[src/verilog/mst_pkg.sv]
// shared constants for the slot down timer: register addresses, field
// positions, reset values and prescaler step sizes.
// assumes nothing beyond a single clock domain.
package mst_pkg;

    // =========================================================
    // register addresses
    localparam logic [7:0] MST_ADDR_COUNT    = 8'h9C;
    localparam logic [7:0] MST_ADDR_PRESCALE = 8'h9D;
    localparam logic [7:0] MST_ADDR_CONTROL  = 8'h9E;

    // =========================================================
    // control field positions
    localparam int unsigned MST_BIT_EXPIRED  = 6;
    localparam int unsigned MST_BIT_INT_EN   = 4;
    localparam int unsigned MST_BIT_FREE_RUN = 2;
    localparam int unsigned MST_BIT_STEP_HI  = 1;
    localparam int unsigned MST_BIT_STEP_LO  = 0;

    // =========================================================
    // reset values
    localparam logic [7:0] MST_COUNT_RST    = 8'h00;
    localparam logic [7:0] MST_PRESCALE_RST = 8'h00;
    localparam logic [1:0] MST_STEP_RST     = 2'h0;
    localparam logic [7:0] MST_WRAP_VALUE   = 8'hFF;

    // =========================================================
    // prescaler geometry
    localparam int unsigned MST_PRESC_W   = 18;
    localparam int unsigned MST_TERM_W    = 19;
    localparam int unsigned MST_TICK_DIVW = 7;
    localparam logic [8:0]  MST_PR_ZERO_AS = 9'h100;
    // terminal is max << 10, so step = 1024 / factor
    localparam logic [4:0]  MST_STEP_64   = 5'h10;
    localparam logic [4:0]  MST_STEP_128  = 5'h08;
    localparam logic [4:0]  MST_STEP_256  = 5'h04;
    localparam logic [4:0]  MST_STEP_1024 = 5'h01;

    typedef enum logic [1:0] {
        MST_SEL_64,
        MST_SEL_128,
        MST_SEL_256,
        MST_SEL_1024
    } mst_step_t;

endpackage

[src/verilog/mst_tick_div.sv]
// system timer tick divider: one-cycle enable at clock / 2^rate_sel.
// assumes rate_sel is steady or that one odd tick on change is harmless.
`timescale 1ns/1ns
module mst_tick_div
    import mst_pkg::*;
(
    input  wire logic       clk,
    input  wire logic       rst_n,
    input  wire logic [2:0] rate_sel,
    output logic            tick_en
);

    // =========================================================
    // divider
    logic [MST_TICK_DIVW-1:0] cnt_reg;
    logic [MST_TICK_DIVW-1:0] mask;

    assign mask = MST_TICK_DIVW'((8'h01 << rate_sel) - 8'h01);

    always_ff @(posedge clk) begin
        if (!rst_n) begin
            cnt_reg <= '0;
            tick_en <= 1'b0;
        end else begin
            cnt_reg <= cnt_reg + 1'b1;
            tick_en <= ((cnt_reg & mask) == mask);
        end
    end

endmodule // mst_tick_div

[src/verilog/mst_prescaler.sv]
// 18-bit prescaler stepping toward max << 10; pulses edge_pulse on wrap.
// assumes tick_en is a one-cycle enable from the tick divider.
`timescale 1ns/1ns
module mst_prescaler
    import mst_pkg::*;
(
    input  wire logic       clk,
    input  wire logic       rst_n,
    input  wire logic       tick_en,
    input  wire logic       run,
    input  wire logic [1:0] step_sel,
    input  wire logic [7:0] prescale_max,
    output logic            edge_pulse
);

    // =========================================================
    // step and terminal
    logic [MST_PRESC_W-1:0] cnt_reg;
    logic [MST_TERM_W-1:0]  term;
    logic [MST_TERM_W-1:0]  sum;
    logic [4:0]             step;

    always_comb begin
        unique case (mst_step_t'(step_sel))
            MST_SEL_64:   step = MST_STEP_64;
            MST_SEL_128:  step = MST_STEP_128;
            MST_SEL_256:  step = MST_STEP_256;
            MST_SEL_1024: step = MST_STEP_1024;
        endcase
    end

    // zero max stands for 256, hence the extra terminal bit
    assign term = {((prescale_max == 8'h00) ? MST_PR_ZERO_AS : {1'b0, prescale_max}),
                   10'h000};
    assign sum  = {1'b0, cnt_reg} + {14'h0000, step};

    // =========================================================
    // counter
    always_ff @(posedge clk) begin
        if (!rst_n || !run) begin
            cnt_reg    <= '0;
            edge_pulse <= 1'b0;
        end else if (tick_en) begin
            if (sum >= term) begin
                cnt_reg    <= '0;
                edge_pulse <= 1'b1;
            end else begin
                cnt_reg    <= sum[MST_PRESC_W-1:0];
                edge_pulse <= 1'b0;
            end
        end else begin
            edge_pulse <= 1'b0;
        end
    end
endmodule // mst_prescaler

[src/verilog/mst_slot_timer.sv]
// mac slot down timer: 8-bit down counter, prescaler, control byte.
// assumes single-cycle sfr strobes and an external irq flag register.
//
// How it works
// - count is readable and drops by one on every active timer edge.
// - reaching zero sets the count expired flag.
// - free-run clear: count sticks at zero, no wrap.
// - free-run set: count wraps from zero to all ones.
// - with interrupt enable, pending flag sets together with expired flag.
// - irq request only with local and global enable both one.
// - a count write loads the value at once.
// - a count write on an active edge stores value minus one.
// - all timer events align to the selected tick rate.
// - 18-bit prescaler, top 8 terminal bits from prescale max.
// - step select sets how fast the prescaler climbs before restart.
// - interval is max times 64, 128, 256 or 1024 ticks.
// - prescale max of zero counts as 256.
// - dma trigger pulses whenever expired flag gets set.
// - registers return to reset after waking from deepest sleep.
// - writing one to expired flag in bit 6 leaves it unchanged.
// - free-run clear: prescaler runs only for nonzero count, from null.
// - free-run set: prescaler runs always, starting from null.
`timescale 1ns/1ns
module mst_slot_timer
    import mst_pkg::*;
(
    input  wire logic       REF_CLK,
    input  wire logic       RSTN,
    input  wire logic [7:0] SFR_ADDR,
    input  wire logic       SFR_WE,
    input  wire logic       SFR_RE,
    input  wire logic [7:0] SFR_WDATA,
    output logic      [7:0] SFR_RDATA,
    input  wire logic [2:0] TICK_RATE_SELECT,
    input  wire logic       SLOT_IRQ_GLOBAL_ENABLE,
    input  wire logic       SLOT_IRQ_PENDING_CLR,
    input  wire logic       SLEEP_WAKE_RESET,
    output logic            SLOT_IRQ_PENDING,
    output logic            SLOT_IRQ,
    output logic            EXPIRY_DMA_TRIGGER
);

    // =========================================================
    // decrement, shared by the write path and the edge path
    function automatic logic [8:0] mst_decrement(input logic [7:0] v, input logic fr);
        logic [8:0] r;
        r = 9'h000;
        if (v == 8'h00) begin
            r = {1'b0, (fr ? MST_WRAP_VALUE : 8'h00)};
        end else begin
            r = {(v == 8'h01), 8'(v - 8'h01)};
        end
        return r;
    endfunction

    // =========================================================
    // state
    logic       blk_rst_n;
    logic [7:0] count_reg;
    logic [7:0] count_next;
    logic [7:0] prescale_max_reg;
    logic [1:0] step_sel_reg;
    logic       free_run_reg;
    logic       int_en_reg;
    logic       expired_reg;
    logic       tick_en;
    logic       edge_pulse;
    logic       run;
    logic       wr_count;
    logic       wr_prescale;
    logic       wr_control;
    logic       expire_event;
    logic [8:0] dec_edge;
    logic [8:0] dec_write;

    // wake from deep sleep behaves as a full block reset
    assign blk_rst_n   = RSTN & ~SLEEP_WAKE_RESET;
    assign wr_count    = SFR_WE && (SFR_ADDR == MST_ADDR_COUNT);
    assign wr_prescale = SFR_WE && (SFR_ADDR == MST_ADDR_PRESCALE);
    assign wr_control  = SFR_WE && (SFR_ADDR == MST_ADDR_CONTROL);
    assign run         = free_run_reg || (count_reg != 8'h00);

    // =========================================================
    // tick and prescaler
    mst_tick_div u_tick_div (
        .clk      (REF_CLK),
        .rst_n    (blk_rst_n),
        .rate_sel (TICK_RATE_SELECT),
        .tick_en  (tick_en)
    );

    mst_prescaler u_prescaler (
        .clk          (REF_CLK),
        .rst_n        (blk_rst_n),
        .tick_en      (tick_en),
        .run          (run),
        .step_sel     (step_sel_reg),
        .prescale_max (prescale_max_reg),
        .edge_pulse   (edge_pulse)
    );

    // =========================================================
    // slot count
    assign dec_edge  = mst_decrement(count_reg, free_run_reg);
    assign dec_write = mst_decrement(SFR_WDATA, free_run_reg);

    always_comb begin
        count_next   = count_reg;
        expire_event = 1'b0;
        if (wr_count) begin
            if (edge_pulse) begin
                count_next   = dec_write[7:0];
                expire_event = dec_write[8];
            end else begin
                count_next = SFR_WDATA;
            end
        end else if (edge_pulse) begin
            count_next   = dec_edge[7:0];
            expire_event = dec_edge[8];
        end
    end

    always_ff @(posedge REF_CLK) begin
        if (!blk_rst_n) begin
            count_reg <= MST_COUNT_RST;
        end else begin
            count_reg <= count_next;
        end
    end

    // =========================================================
    // prescale max and control fields
    always_ff @(posedge REF_CLK) begin
        if (!blk_rst_n) begin
            prescale_max_reg <= MST_PRESCALE_RST;
        end else if (wr_prescale) begin
            prescale_max_reg <= SFR_WDATA;
        end
    end

    // reserved bits are not stored; they read back zero
    always_ff @(posedge REF_CLK) begin
        if (!blk_rst_n) begin
            int_en_reg   <= 1'b0;
            free_run_reg <= 1'b0;
            step_sel_reg <= MST_STEP_RST;
        end else if (wr_control) begin
            int_en_reg   <= SFR_WDATA[MST_BIT_INT_EN];
            free_run_reg <= SFR_WDATA[MST_BIT_FREE_RUN];
            step_sel_reg <= SFR_WDATA[MST_BIT_STEP_HI:MST_BIT_STEP_LO];
        end
    end

    // set beats a simultaneous clear
    always_ff @(posedge REF_CLK) begin
        if (!blk_rst_n) begin
            expired_reg <= 1'b0;
        end else if (expire_event) begin
            expired_reg <= 1'b1;
        end else if (wr_control && !SFR_WDATA[MST_BIT_EXPIRED]) begin
            expired_reg <= 1'b0;
        end
    end

    // =========================================================
    // interrupt and dma
    always_ff @(posedge REF_CLK) begin
        if (!blk_rst_n) begin
            SLOT_IRQ_PENDING <= 1'b0;
        end else if (expire_event && int_en_reg) begin
            SLOT_IRQ_PENDING <= 1'b1;
        end else if (SLOT_IRQ_PENDING_CLR) begin
            SLOT_IRQ_PENDING <= 1'b0;
        end
    end

    always_ff @(posedge REF_CLK) begin
        if (!blk_rst_n) begin
            SLOT_IRQ           <= 1'b0;
            EXPIRY_DMA_TRIGGER <= 1'b0;
        end else begin
            SLOT_IRQ           <= SLOT_IRQ_PENDING && int_en_reg && SLOT_IRQ_GLOBAL_ENABLE;
            EXPIRY_DMA_TRIGGER <= expire_event;
        end
    end

    // =========================================================
    // read port, one cycle latency
    always_ff @(posedge REF_CLK) begin
        if (!blk_rst_n) begin
            SFR_RDATA <= 8'h00;
        end else if (SFR_RE) begin
            unique case (SFR_ADDR)
                MST_ADDR_COUNT:    SFR_RDATA <= count_reg;
                MST_ADDR_PRESCALE: SFR_RDATA <= prescale_max_reg;
                MST_ADDR_CONTROL:  SFR_RDATA <= {1'b0, expired_reg, 1'b0, int_en_reg,
                                                 1'b0, free_run_reg, step_sel_reg};
                default:           SFR_RDATA <= 8'h00;
            endcase
        end
    end
endmodule // mst_slot_timer

[config.mk]
export PLATFORM = sky130hd
export DESIGN_NAME = mst_slot_timer
export DESIGN_NICKNAME = d
export VERILOG_FILES = /design/src/verilog/mst_pkg.sv /design/src/verilog/mst_tick_div.sv /design/src/verilog/mst_prescaler.sv /design/src/verilog/mst_slot_timer.sv
export SDC_FILE = /design/constraint.sdc
export NUM_CORES = 1
export LEC_CHECK = 0
export BUFFER_PORTS_ARGS = -buffer_cell sky130_fd_sc_hd__buf_2
export CAP_MARGIN = 20
export CORE_AREA = 4 4 89 83
export DETAILED_ROUTE_END_ITERATION = 12
export DIE_AREA = 0 0 93 87
export GPL_ROUTABILITY_DRIVEN = 0
export MAX_ROUTING_LAYER = met4
export PLACE_DENSITY = 0.82
export SLEW_MARGIN = 10
export SYNTH_ARGS = -nofsm -noshare
export SYNTH_HDL_FRONTEND = slang
export SYNTH_SLANG_ARGS = --single-unit
[constraint.sdc]
create_clock -name REF_CLK -period 4.7 [get_ports REF_CLK]
set_input_delay 0.47 -clock REF_CLK [delete_from_list [all_inputs] [get_ports REF_CLK]]
set_output_delay 0.47 -clock REF_CLK [all_outputs]
set_load 0.005 [all_outputs]
==> results.sh, run 1 <==
export IMPL_clock_latency_ps=340
export IMPL_synth_cell_types=63
export IMPL_ctsLongestPathBuffers=2
export IMPL_regArea_mm2=0.00118
export IMPL_max_cap_viol_count=0
export IMPL_clock_sinks=59
export IMPL_routed_via_density=6.03
export IMPL_grt_pass1_wl_um=15300
export IMPL_synthArstFlopShare_pct=0
export IMPL_setup_viol=0
export IMPL_drtPass1Iterations=5
export IMPL_fp_row_count=28
export IMPL_cts_root_buf="clkbuf_8"
export IMPL_ys_ff_latch=59
export IMPL_remaining_drc_errors=0
export IMPL_finClkSkew_ps=8.89
export IMPL_tightest_slew_ps=546
export IMPL_post_cts_buffers=0
export IMPL_power_static_leakage_uw=0.00166
export IMPL_hold_violations=0
export IMPL_ant_nets=0
export IMPL_syn_nets=493
export IMPL_end_kind="register"
export IMPL_yosysWarningCount=0
export IMPL_drtIter0Drc=255
export IMPL_fillCellCount=564
export IMPL_place_area_mm2=0.00393
export IMPL_initial_utilization_pct=57.3
export IMPL_fmax_mhz=256
export IMPL_final_cell_mix="dfxtp_1 (59), nor2_1 (54), buf_2 (36)"
export IMPL_avgSynthCellArea_um2=8.28
export IMPL_rsz0062_at_grt="no"
export IMPL_holdCritPathClass="in -> reg"
export IMPL_htree_levels=3
export IMPL_die_area_mm2=0.00809
export IMPL_min_period_ps=3900
export IMPL_clk_transition_reported_paths_ps=70
export IMPL_start_kind="register"
export IMPL_avgRoutedWirePerCell_um=15.6
export IMPL_grt_overflow_total=0
export IMPL_synth_edf_count=0
export IMPL_cts_tree="built"
export IMPL_cp_common_cell="ha_1"
export IMPL_tns_ps=0
export IMPL_grt_max_degree=30
export IMPL_die_x_um=93
export IMPL_multi_input_area_mm2=0.00237
export IMPL_timing_final_crit_share_pct=83.0
export IMPL_outcome="completed"
export IMPL_grtUsageTotal_pct=24.4
export IMPL_stdcell_area_mm2=0.00412
export IMPL_die_height_um=87
export IMPL_pin_count=37
export IMPL_nets=529
export IMPL_netlist_instances=446
export IMPL_drive_gt1_share_pct=14.6
export IMPL_cts_made_buffers=9
export IMPL_largest_reg_flops=18
export IMPL_coreArea_mm2=0.00645
export IMPL_peakVddDrop_mv=0.227
export IMPL_cts_hold_buf=0
export IMPL_cp_required_ps=4940
export IMPL_routed_wirelength_um=8990
export IMPL_mostFrequentLayoutCell="dfxtp_1"
export IMPL_ys_seq_area_share_pct=32.0
export IMPL_synth_area_mm2=0.00369
export IMPL_dp_hpwl_um=6790
export IMPL_maxSlewHeadroom_pct=63.4
export IMPL_antenna_found_initial=0
export IMPL_arrival_ps=4140
export IMPL_cpMaxStageDelayCell="dfxtp_1"
export IMPL_path_max_fanout=11
export IMPL_r2r_slack_ps=800
export IMPL_diodes=0
export IMPL_vias=3478
export IMPL_slowest_delay_ps=400
export IMPL_port_buffers=36
export IMPL_power_density_mw_per_mm2=230
export IMPL_grt_pass1_vias=3261
export IMPL_synth_ff_type="dfxtp_1"
export IMPL_ctsResizeCount=0
export IMPL_slew_violations=0
export IMPL_cp_cell_sequence="and2_1 -> ha_1 -> ha_1 -> and3_4 -> o21ai_1 -> a21oi_1 -> nand3_1 -> xnor2_1 -> ha_1 -> nand4_1 -> nor4b_1 -> o2111ai_1 -> a211o_1 -> o211a_1 -> a22o_1"
export IMPL_crit_type="reg -> reg"
export IMPL_syn2layout_area_growth_pct=11.6
## layer usage
metal | part of all wire, % | GRT usage, %
met2 | 45 | 37.1
met5 | 0 | -
met4 | 1.3 | 8.12
met1 | 46 | 32.3
met3 | 7.3 | 5.62
## synth_stat cells (7+ instances only)
cell / n / area [um2]
dfxtp_1: 59 / 1180
nor2_1: 54 / 203
nand2_1: 32 / 120
a21oi_1: 31 / 155
ha_1: 21 / 263
inv_1: 21 / 78.8
o21ai_0: 19 / 95.1
mux2i_1: 17 / 170
nand3_1: 16 / 80.1
xor2_1: 14 / 123
nor2b_1: 13 / 81.3
a22o_1: 12 / 105
and3_1: 10 / 62.6
a31oi_1: 9 / 56.3
clkbuf_1: 9 / 33.8
nor3_1: 7 / 35.0
xnor2_1: 7 / 61.3
## layout make-up
| class | instances | share of cell area [%] |
|---|---|---|
| clock buffer | 9 | 3.00 |
| multi-input combinational | 352 | 57.5 |
| tap | 90 | 2.73 |
| sequential | 59 | 28.6 |
| inverter | 21 | 1.91 |
| timing repair buffer | 39 | 5.10 |
| clock inverter | 7 | 1.09 |
## stage by stage
stage,utilization [%],std cells,worst slack [ps],hold slack (ps),total power [uW]
CTS,63.6,575,816,283,951
floorplan,-,446,1390,432,534
finish,64.0,577,797,295,947
global placement,61.0,559,932,443,554
detailed placement,61.0,559,832,450,556
global route,64.0,577,497,297,979
## final timing paths
path | end | depth (start not counted) | from
hold reg to reg | SLOT_IRQ$_SDFF_PN0_ | 2 | SLOT_IRQ_PENDING$_SDFFE_PN0P_
setup reg to reg | u_prescaler.cnt_reg[4]$_SDFFE_PP0P_ | 15 | step_sel_reg[1]$_SDFFE_PN0P_
hold / removal | SLOT_IRQ_PENDING$_SDFFE_PN0P_ | 2 | SLOT_IRQ_PENDING_CLR
setup / recovery | u_prescaler.cnt_reg[4]$_SDFFE_PP0P_ | 15 | step_sel_reg[1]$_SDFFE_PN0P_
## cell families (layout without fill, tap and decap cells)
family	Yosys count	in the layout	share of synthesized area, %
XOR/XNOR	22	22	5.42
multiplexers	19	19	5.21
AND/OR/NAND/NOR	167	167	23.4
buffers and inverters	35	76	3.86
AO/OA/AOI/OAI	123	123	23.0
adder cells (fa/ha/maj)	21	21	7.11
flip-flops	59	59	32.0
## where the power goes
group          switching, uW  internal [uW]
combinational           27.9           16.5
clock                    213            187
sequential              1.57            501
## worst max-delay path, delay by kind of cell (launching register included)
family                   cells  cell delay, ps
AO/OA/AOI/OAI                6            1510
XOR/XNOR                     1             190
adder cells (fa/ha/maj)      3             740
flip-flops                   1             400
AND/OR/NAND/NOR              5             950
No activity file was read; power rests on OpenSTA's default activity.
==> inputs of run 2 (changes only) <==
--- a/config.mk
+++ b/config.mk
@@ -7,12 +7,12 @@
 export LEC_CHECK = 0
 export BUFFER_PORTS_ARGS = -buffer_cell sky130_fd_sc_hd__buf_2
 export CAP_MARGIN = 20
-export CORE_AREA = 4 4 89 83
+export CORE_AREA = 4 4 93 86
 export DETAILED_ROUTE_END_ITERATION = 12
-export DIE_AREA = 0 0 93 87
+export DIE_AREA = 0 0 97 90
 export GPL_ROUTABILITY_DRIVEN = 0
 export MAX_ROUTING_LAYER = met4
-export PLACE_DENSITY = 0.82
+export PLACE_DENSITY = 0.79
 export SLEW_MARGIN = 10
 export SYNTH_ARGS = -nofsm -noshare
 export SYNTH_HDL_FRONTEND = slang
==> constraint.sdc (replaced) <==
create_clock -name REF_CLK -period 3.3 [get_ports REF_CLK]
set_input_delay 0.33 -clock REF_CLK [delete_from_list [all_inputs] [get_ports REF_CLK]]
set_output_delay 0.33 -clock REF_CLK [all_outputs]
set_load 0.005 [all_outputs]
==> results.sh, run 2 (synthesized netlist as in run 1, its figures left out) <==
export IMPL_grt_overflow_total=0
export IMPL_htree_levels=3
export IMPL_power_static_leakage_uw=0.00187
export IMPL_pin_count=37
export IMPL_hold_violations=0
export IMPL_mostFrequentLayoutCell="dfxtp_1"
export IMPL_stdcell_area_mm2=0.00463
export IMPL_die_area_mm2=0.00873
export IMPL_largest_reg_flops=18
export IMPL_clock_sinks=59
export IMPL_initial_utilization_pct=52.8
export IMPL_peakVddDrop_mv=0.267
export IMPL_pre_cts_slack_ps=-262
export IMPL_regArea_mm2=0.00119
export IMPL_dp_hpwl_um=7080
export IMPL_start_kind="register"
export IMPL_arrival_ps=3640
export IMPL_setup_ws_ps=-115
export IMPL_rsz0062_at_grt="yes"
export IMPL_crit_type="reg -> reg"
export IMPL_grt_pass1_wl_um=15800
export IMPL_grt_pass1_vias=3284
export IMPL_grtUsageTotal_pct=22.5
export IMPL_comb_power_share_pct=4.5
export IMPL_port_buffers=36
export IMPL_fillCellCount=556
export IMPL_timing_final_crit_share_pct=103
export IMPL_remaining_drc_errors=0
export IMPL_finish_utilization_pct=66.1
export IMPL_end_kind="register"
export IMPL_tightest_slew_ps=796
export IMPL_power_net_switching_uw=332
export IMPL_path_max_fanout=6
export IMPL_cts_made_buffers=9
export IMPL_nets=564
export IMPL_failed_checks="setup timing"
export IMPL_routed_via_density=6.03
export IMPL_drive_gt1_share_pct=25.3
export IMPL_maxSlewHeadroom_pct=46.7
export IMPL_antenna_found_initial=0
export IMPL_syn2layout_area_growth_pct=25.3
export IMPL_coreArea_mm2=0.00700
export IMPL_drtPass1Iterations=5
export IMPL_fmax_mhz=293
export IMPL_seq_power_share_pct=49.8
export IMPL_min_period_ps=3420
export IMPL_holdCritPathClass="in -> reg"
export IMPL_drtIter0Drc=291
export IMPL_cp_required_ps=3520
export IMPL_cts_root_buf="clkbuf_8"
export IMPL_cts_hold_buf=0
export IMPL_pwr_share_clk_pct=45.7
export IMPL_die_x_um=97
export IMPL_tns_ps=-1050
export IMPL_cts_tree="built"
export IMPL_clock_latency_ps=350
export IMPL_clk_transition_reported_paths_ps=70
export IMPL_diodes=0
export IMPL_setup_viol=13
export IMPL_avgRoutedWirePerCell_um=16.8
export IMPL_multi_input_area_mm2=0.00258
export IMPL_vias=3708
export IMPL_slew_violations=0
export IMPL_place_area_mm2=0.00416
export IMPL_ant_nets=0
export IMPL_grt_max_degree=30
export IMPL_switching_share_pct=23.2
export IMPL_routed_wirelength_um=10300
export IMPL_power_density_mw_per_mm2=310
export IMPL_intPower_uw=1100
export IMPL_final_cell_mix="dfxtp_1 (57), nor2_1 (52), buf_2 (36), buf_4 (36), nand2_1 (31)"
export IMPL_ctsLongestPathBuffers=2
export IMPL_die_height_um=90
export IMPL_max_cap_viol_count=0
export IMPL_finClkSkew_ps=17.1
export IMPL_outcome="complete, but fails checks"
export IMPL_fp_row_count=29
run 2: final timing paths:
| kind | startpoint | endpoint | slack (ps) | cells after the start |
|---|---|---|---|---|
| hold / removal | SLOT_IRQ_PENDING_CLR | SLOT_IRQ_PENDING$_SDFFE_PN0P_ | 160 | 2 |
| setup / recovery | step_sel_reg[0]$_SDFFE_PN0P_ | u_prescaler.cnt_reg[11]$_SDFFE_PP0P_ | -120 | 14 |
| hold reg to reg | SFR_RDATA[5]$_SDFFE_PN0P_ | SFR_RDATA[5]$_SDFFE_PN0P_ | 470 | 2 |
| setup reg to reg | step_sel_reg[0]$_SDFFE_PN0P_ | u_prescaler.cnt_reg[11]$_SDFFE_PP0P_ | -120 | 14 |
run 2: timing repair:
action,in CTS,in global routing
pin swaps,6,18
endpoints found under the setup margin,14,17
cloned,0,1
setup buffers,1,4
resized for setup,13,27
run 2: per-stage QoR:
| step | hold WS [ps] | total power [uW] | cells |
|---|---|---|---|
| 2_1_floorplan | 418 | 760 | 446 |
| 3_3_place_gp | 445 | 790 | 592 |
| 3_5_place_dp | 456 | 791 | 592 |
| 4_1_cts | 164 | 1440 | 609 |
| 5_1_grt | 172 | 1490 | 615 |
| 6_report | 165 | 1430 | 615 |
run 2: final cells by class:
type | instances | share of cell area [%]
Timing Repair Buffer | 73 | 10.1
Clock inverter | 5 | 1.14
Clock buffer | 11 | 3.05
Sequential cell | 59 | 25.7
Multi-Input combinational cell | 353 | 55.9
Inverter | 21 | 1.70
Tap cell | 93 | 2.51
run 2: routing by layer:
metal | vias up | GRT usage [%] | share of wire [%]
li1 | 1771 | - | -
met1 | 1746 | 30.4 | 44
met2 | 179 | 33.3 | 45
met3 | 12 | 5.34 | 9.0
met4 | 0 | 7.13 | 1.3
met5 | - | - | 0
run 2: power groups by stage:
stage	Clock (uW)	Sequential (uW)	Combinational [uW]
finish	655	714	63.9
global route	702	714	70.0
CTS	665	715	60.1
detailed placement	0	732	59.7
global placement	0	732	58.2
floorplan	0	731	28.8
run 2: critical path, cell delays in order (launching register included):
cell and delay (ps):
dfxtp_4 370, nor2b_4 140, ha_4 280, a21o_1 190
o21ai_4 100, a21oi_4 190, nand3_2 110, xnor2_2 170
ha_1 300, nand4_1 100, nor4b_2 280, o2111ai_2 200
a211o_1 360, o211a_4 290, a22o_1 200
==> inputs of run 3 (changes only) <==
--- a/config.mk
+++ b/config.mk
@@ -5,11 +5,12 @@
 export SDC_FILE = /design/constraint.sdc
 export NUM_CORES = 1
 export LEC_CHECK = 0
-export BUFFER_PORTS_ARGS = -buffer_cell sky130_fd_sc_hd__buf_2
 export CAP_MARGIN = 20
-export CORE_AREA = 4 4 93 86
+export CORE_AREA = 4 4 90 83
+export CTS_CLUSTER_SIZE = 28
 export DETAILED_ROUTE_END_ITERATION = 12
-export DIE_AREA = 0 0 97 90
+export DIE_AREA = 0 0 94 87
+export DONT_BUFFER_PORTS = 1
 export GPL_ROUTABILITY_DRIVEN = 0
 export MAX_ROUTING_LAYER = met4
 export PLACE_DENSITY = 0.79
==> results.sh, run 3 (synthesized netlist as in run 1, its figures left out) <==
export IMPL_clock_latency_ps=350
export IMPL_intPower_uw=1160
export IMPL_mostFrequentLayoutCell="dfxtp_1"
export IMPL_nets=524
export IMPL_diodes=0
export IMPL_hp_start="SLOT_IRQ_PENDING_CLR"
export IMPL_r2r_slack_ps=-40
export IMPL_max_cap_viol_count=0
export IMPL_crit_type="reg -> reg"
export IMPL_fp_row_count=28
export IMPL_p_total_uw=1480
export IMPL_grt_pass1_vias=3437
export IMPL_path_max_fanout=6
export IMPL_clock_sinks=59
export IMPL_setup_ws_ps=-43.9
export IMPL_die_area_mm2=0.00818
export IMPL_stdcell_area_mm2=0.00445
export IMPL_finClkSkew_ps=10.1
export IMPL_drive_gt1_share_pct=19.8
export IMPL_min_period_ps=3340
export IMPL_end_kind="register"
export IMPL_maxSlewHeadroom_pct=51.7
export IMPL_setup_viol=5
export IMPL_worstRegToRegCells=15
export IMPL_syn2layout_area_growth_pct=20.4
export IMPL_largest_reg_flops=18
export IMPL_vias=3595
export IMPL_regToRegStartpoint="step_sel_reg[1]$_SDFFE_PN0P_"
export IMPL_remaining_drc_errors=0
export IMPL_pwr_share_clk_pct=49.4
export IMPL_outcome="complete, but fails checks"
export IMPL_port_buffers=0
export IMPL_die_height_um=87
export IMPL_drtPass1Iterations=5
export IMPL_timing_final_crit_share_pct=101
export IMPL_grt_overflow_total=0
export IMPL_rsz0062_at_grt="yes"
export IMPL_tns_ps=-71.1
export IMPL_fmax_mhz=299
export IMPL_switching_share_pct=21.4
export IMPL_cts_tree="built"
export IMPL_hold_violations=0
export IMPL_clk_transition_reported_paths_ps=70
export IMPL_tightest_slew_ps=722
export IMPL_final_cell_mix="dfxtp_1 (57), nor2_1 (52), buf_4 (32)"
export IMPL_grt_pass1_wl_um=16200
export IMPL_start_kind="register"
export IMPL_pre_cts_slack_ps=-263
export IMPL_grt_max_degree=30
export IMPL_crit_start="step_sel_reg[1]$_SDFFE_PN0P_"
export IMPL_cp_required_ps=3530
export IMPL_seq_power_share_pct=48.2
export IMPL_pin_count=37
export IMPL_grtUsageTotal_pct=25.9
export IMPL_slew_violations=0
export IMPL_holdCritPathClass="in -> reg"
export IMPL_min_to="SLOT_IRQ_PENDING$_SDFFE_PN0P_"
export IMPL_power_net_switching_uw=318
export IMPL_peakVddDrop_mv=0.249
export IMPL_arrival_ps=3580
export IMPL_reg2reg_to="u_prescaler.cnt_reg[12]$_SDFFE_PP0P_"
export IMPL_die_x_um=94
export IMPL_cts_root_buf="clkbuf_8"
export IMPL_ctsLongestPathBuffers=2
export IMPL_ant_nets=0
export IMPL_htree_levels=3
export IMPL_avgRoutedWirePerCell_um=18.2
export IMPL_place_area_mm2=0.00397
export IMPL_power_density_mw_per_mm2=333
export IMPL_antenna_found_initial=0
export IMPL_whs_path_depth=1
export IMPL_failed_checks="setup timing"
export IMPL_power_static_leakage_uw=0.00170
export IMPL_fillCellCount=525
export IMPL_holdWs_ps=72.9
export IMPL_initial_utilization_pct=56.7
export IMPL_routed_wirelength_um=10400
export IMPL_comb_power_share_pct=2.4
export IMPL_cts_made_buffers=9
export IMPL_drtIter0Drc=274
export IMPL_dp_hpwl_um=7070
export IMPL_coreArea_mm2=0.00652
export IMPL_routed_via_density=6.30
-- run 3: changes by cell type in the layout (fill, tap and decap cells not counted), sizes merged --
| cell | delta |
|---|---|
| clkbuf | -1 |
| buf | -40 |
| bufinv | +1 |
| clkinv | -1 |
-- run 3: worst max-delay path by stage --
stage                     depth (start not counted)  slack, ps                              endpoint
after floorplan                                  16         40   u_prescaler.cnt_reg[4]$_SDFFE_PP0P_
after global placement                           14       -130  u_prescaler.cnt_reg[15]$_SDFFE_PP0P_
after detailed placement                         15       -260  u_prescaler.cnt_reg[11]$_SDFFE_PP0P_
after CTS                                        15         10  u_prescaler.cnt_reg[13]$_SDFFE_PP0P_
after global routing                             15       -170  u_prescaler.cnt_reg[12]$_SDFFE_PP0P_
final                                            15        -40  u_prescaler.cnt_reg[12]$_SDFFE_PP0P_
-- run 3: critical path: stages, from the launching register on --
cell       delay [ps]
dfxtp_4           380
and2_4            150
ha_4              130
ha_4              130
and3_4            190
o21ai_4            70
a21oi_4           190
nand3_2           120
xnor2_2           170
ha_1              310
nand4_1            90
nor4b_2           290
o2111ai_2         170
a211o_1           320
o211a_4           290
a22o_1            220
-- run 3: layout make-up --
| cell class | count | area, um2 | share of cell area (%) |
|---|---|---|---|
| Multi-Input combinational cell | 353 | 2600 | 58.4 |
| Timing Repair Buffer | 33 | 255 | 5.74 |
| Inverter | 21 | 78.8 | 1.77 |
| Clock buffer | 10 | 138 | 3.09 |
| Tap cell | 90 | 113 | 2.53 |
| Sequential cell | 59 | 1190 | 26.7 |
| Clock inverter | 5 | 77.6 | 1.74 |
-- run 3: layer usage --
layer / wire [um] / track usage (%) / vias to the layer above
li1: - / - / 1700
met3: 759 / 6.91 / 28
met1: 4660 / 34.0 / 1711
met4: 196 / 9.19 / 0
met5: 0 / - / -
met2: 4760 / 38.4 / 156
-- run 3: timing repair --
action | 4_1_cts | 5_1_grt
gates resized for setup | 21 | 21
pin swaps | 13 | 23
hold buffers | 0 | 0
setup endpoints to repair | 14 | 17
gates cloned | 1 | 0
setup buffers | 1 | 2
-- run 3: metrics by stage --
stage | utilization (%) | cells
after CTS | 65.9 | 568
final | 68.3 | 571
after detailed placement | 60.8 | 551
after global routing | 68.3 | 571
after global placement | 60.8 | 551
after floorplan | - | 446
-- run 3: power by group through the flow --
stage	combinational [uW]	sequential [uW]	clock, uW
CTS	33.3	715	745
global placement	31.6	731	0
floorplan	28.8	731	0
detailed placement	32.9	732	0
global route	39.8	714	772
finish	36.3	714	731
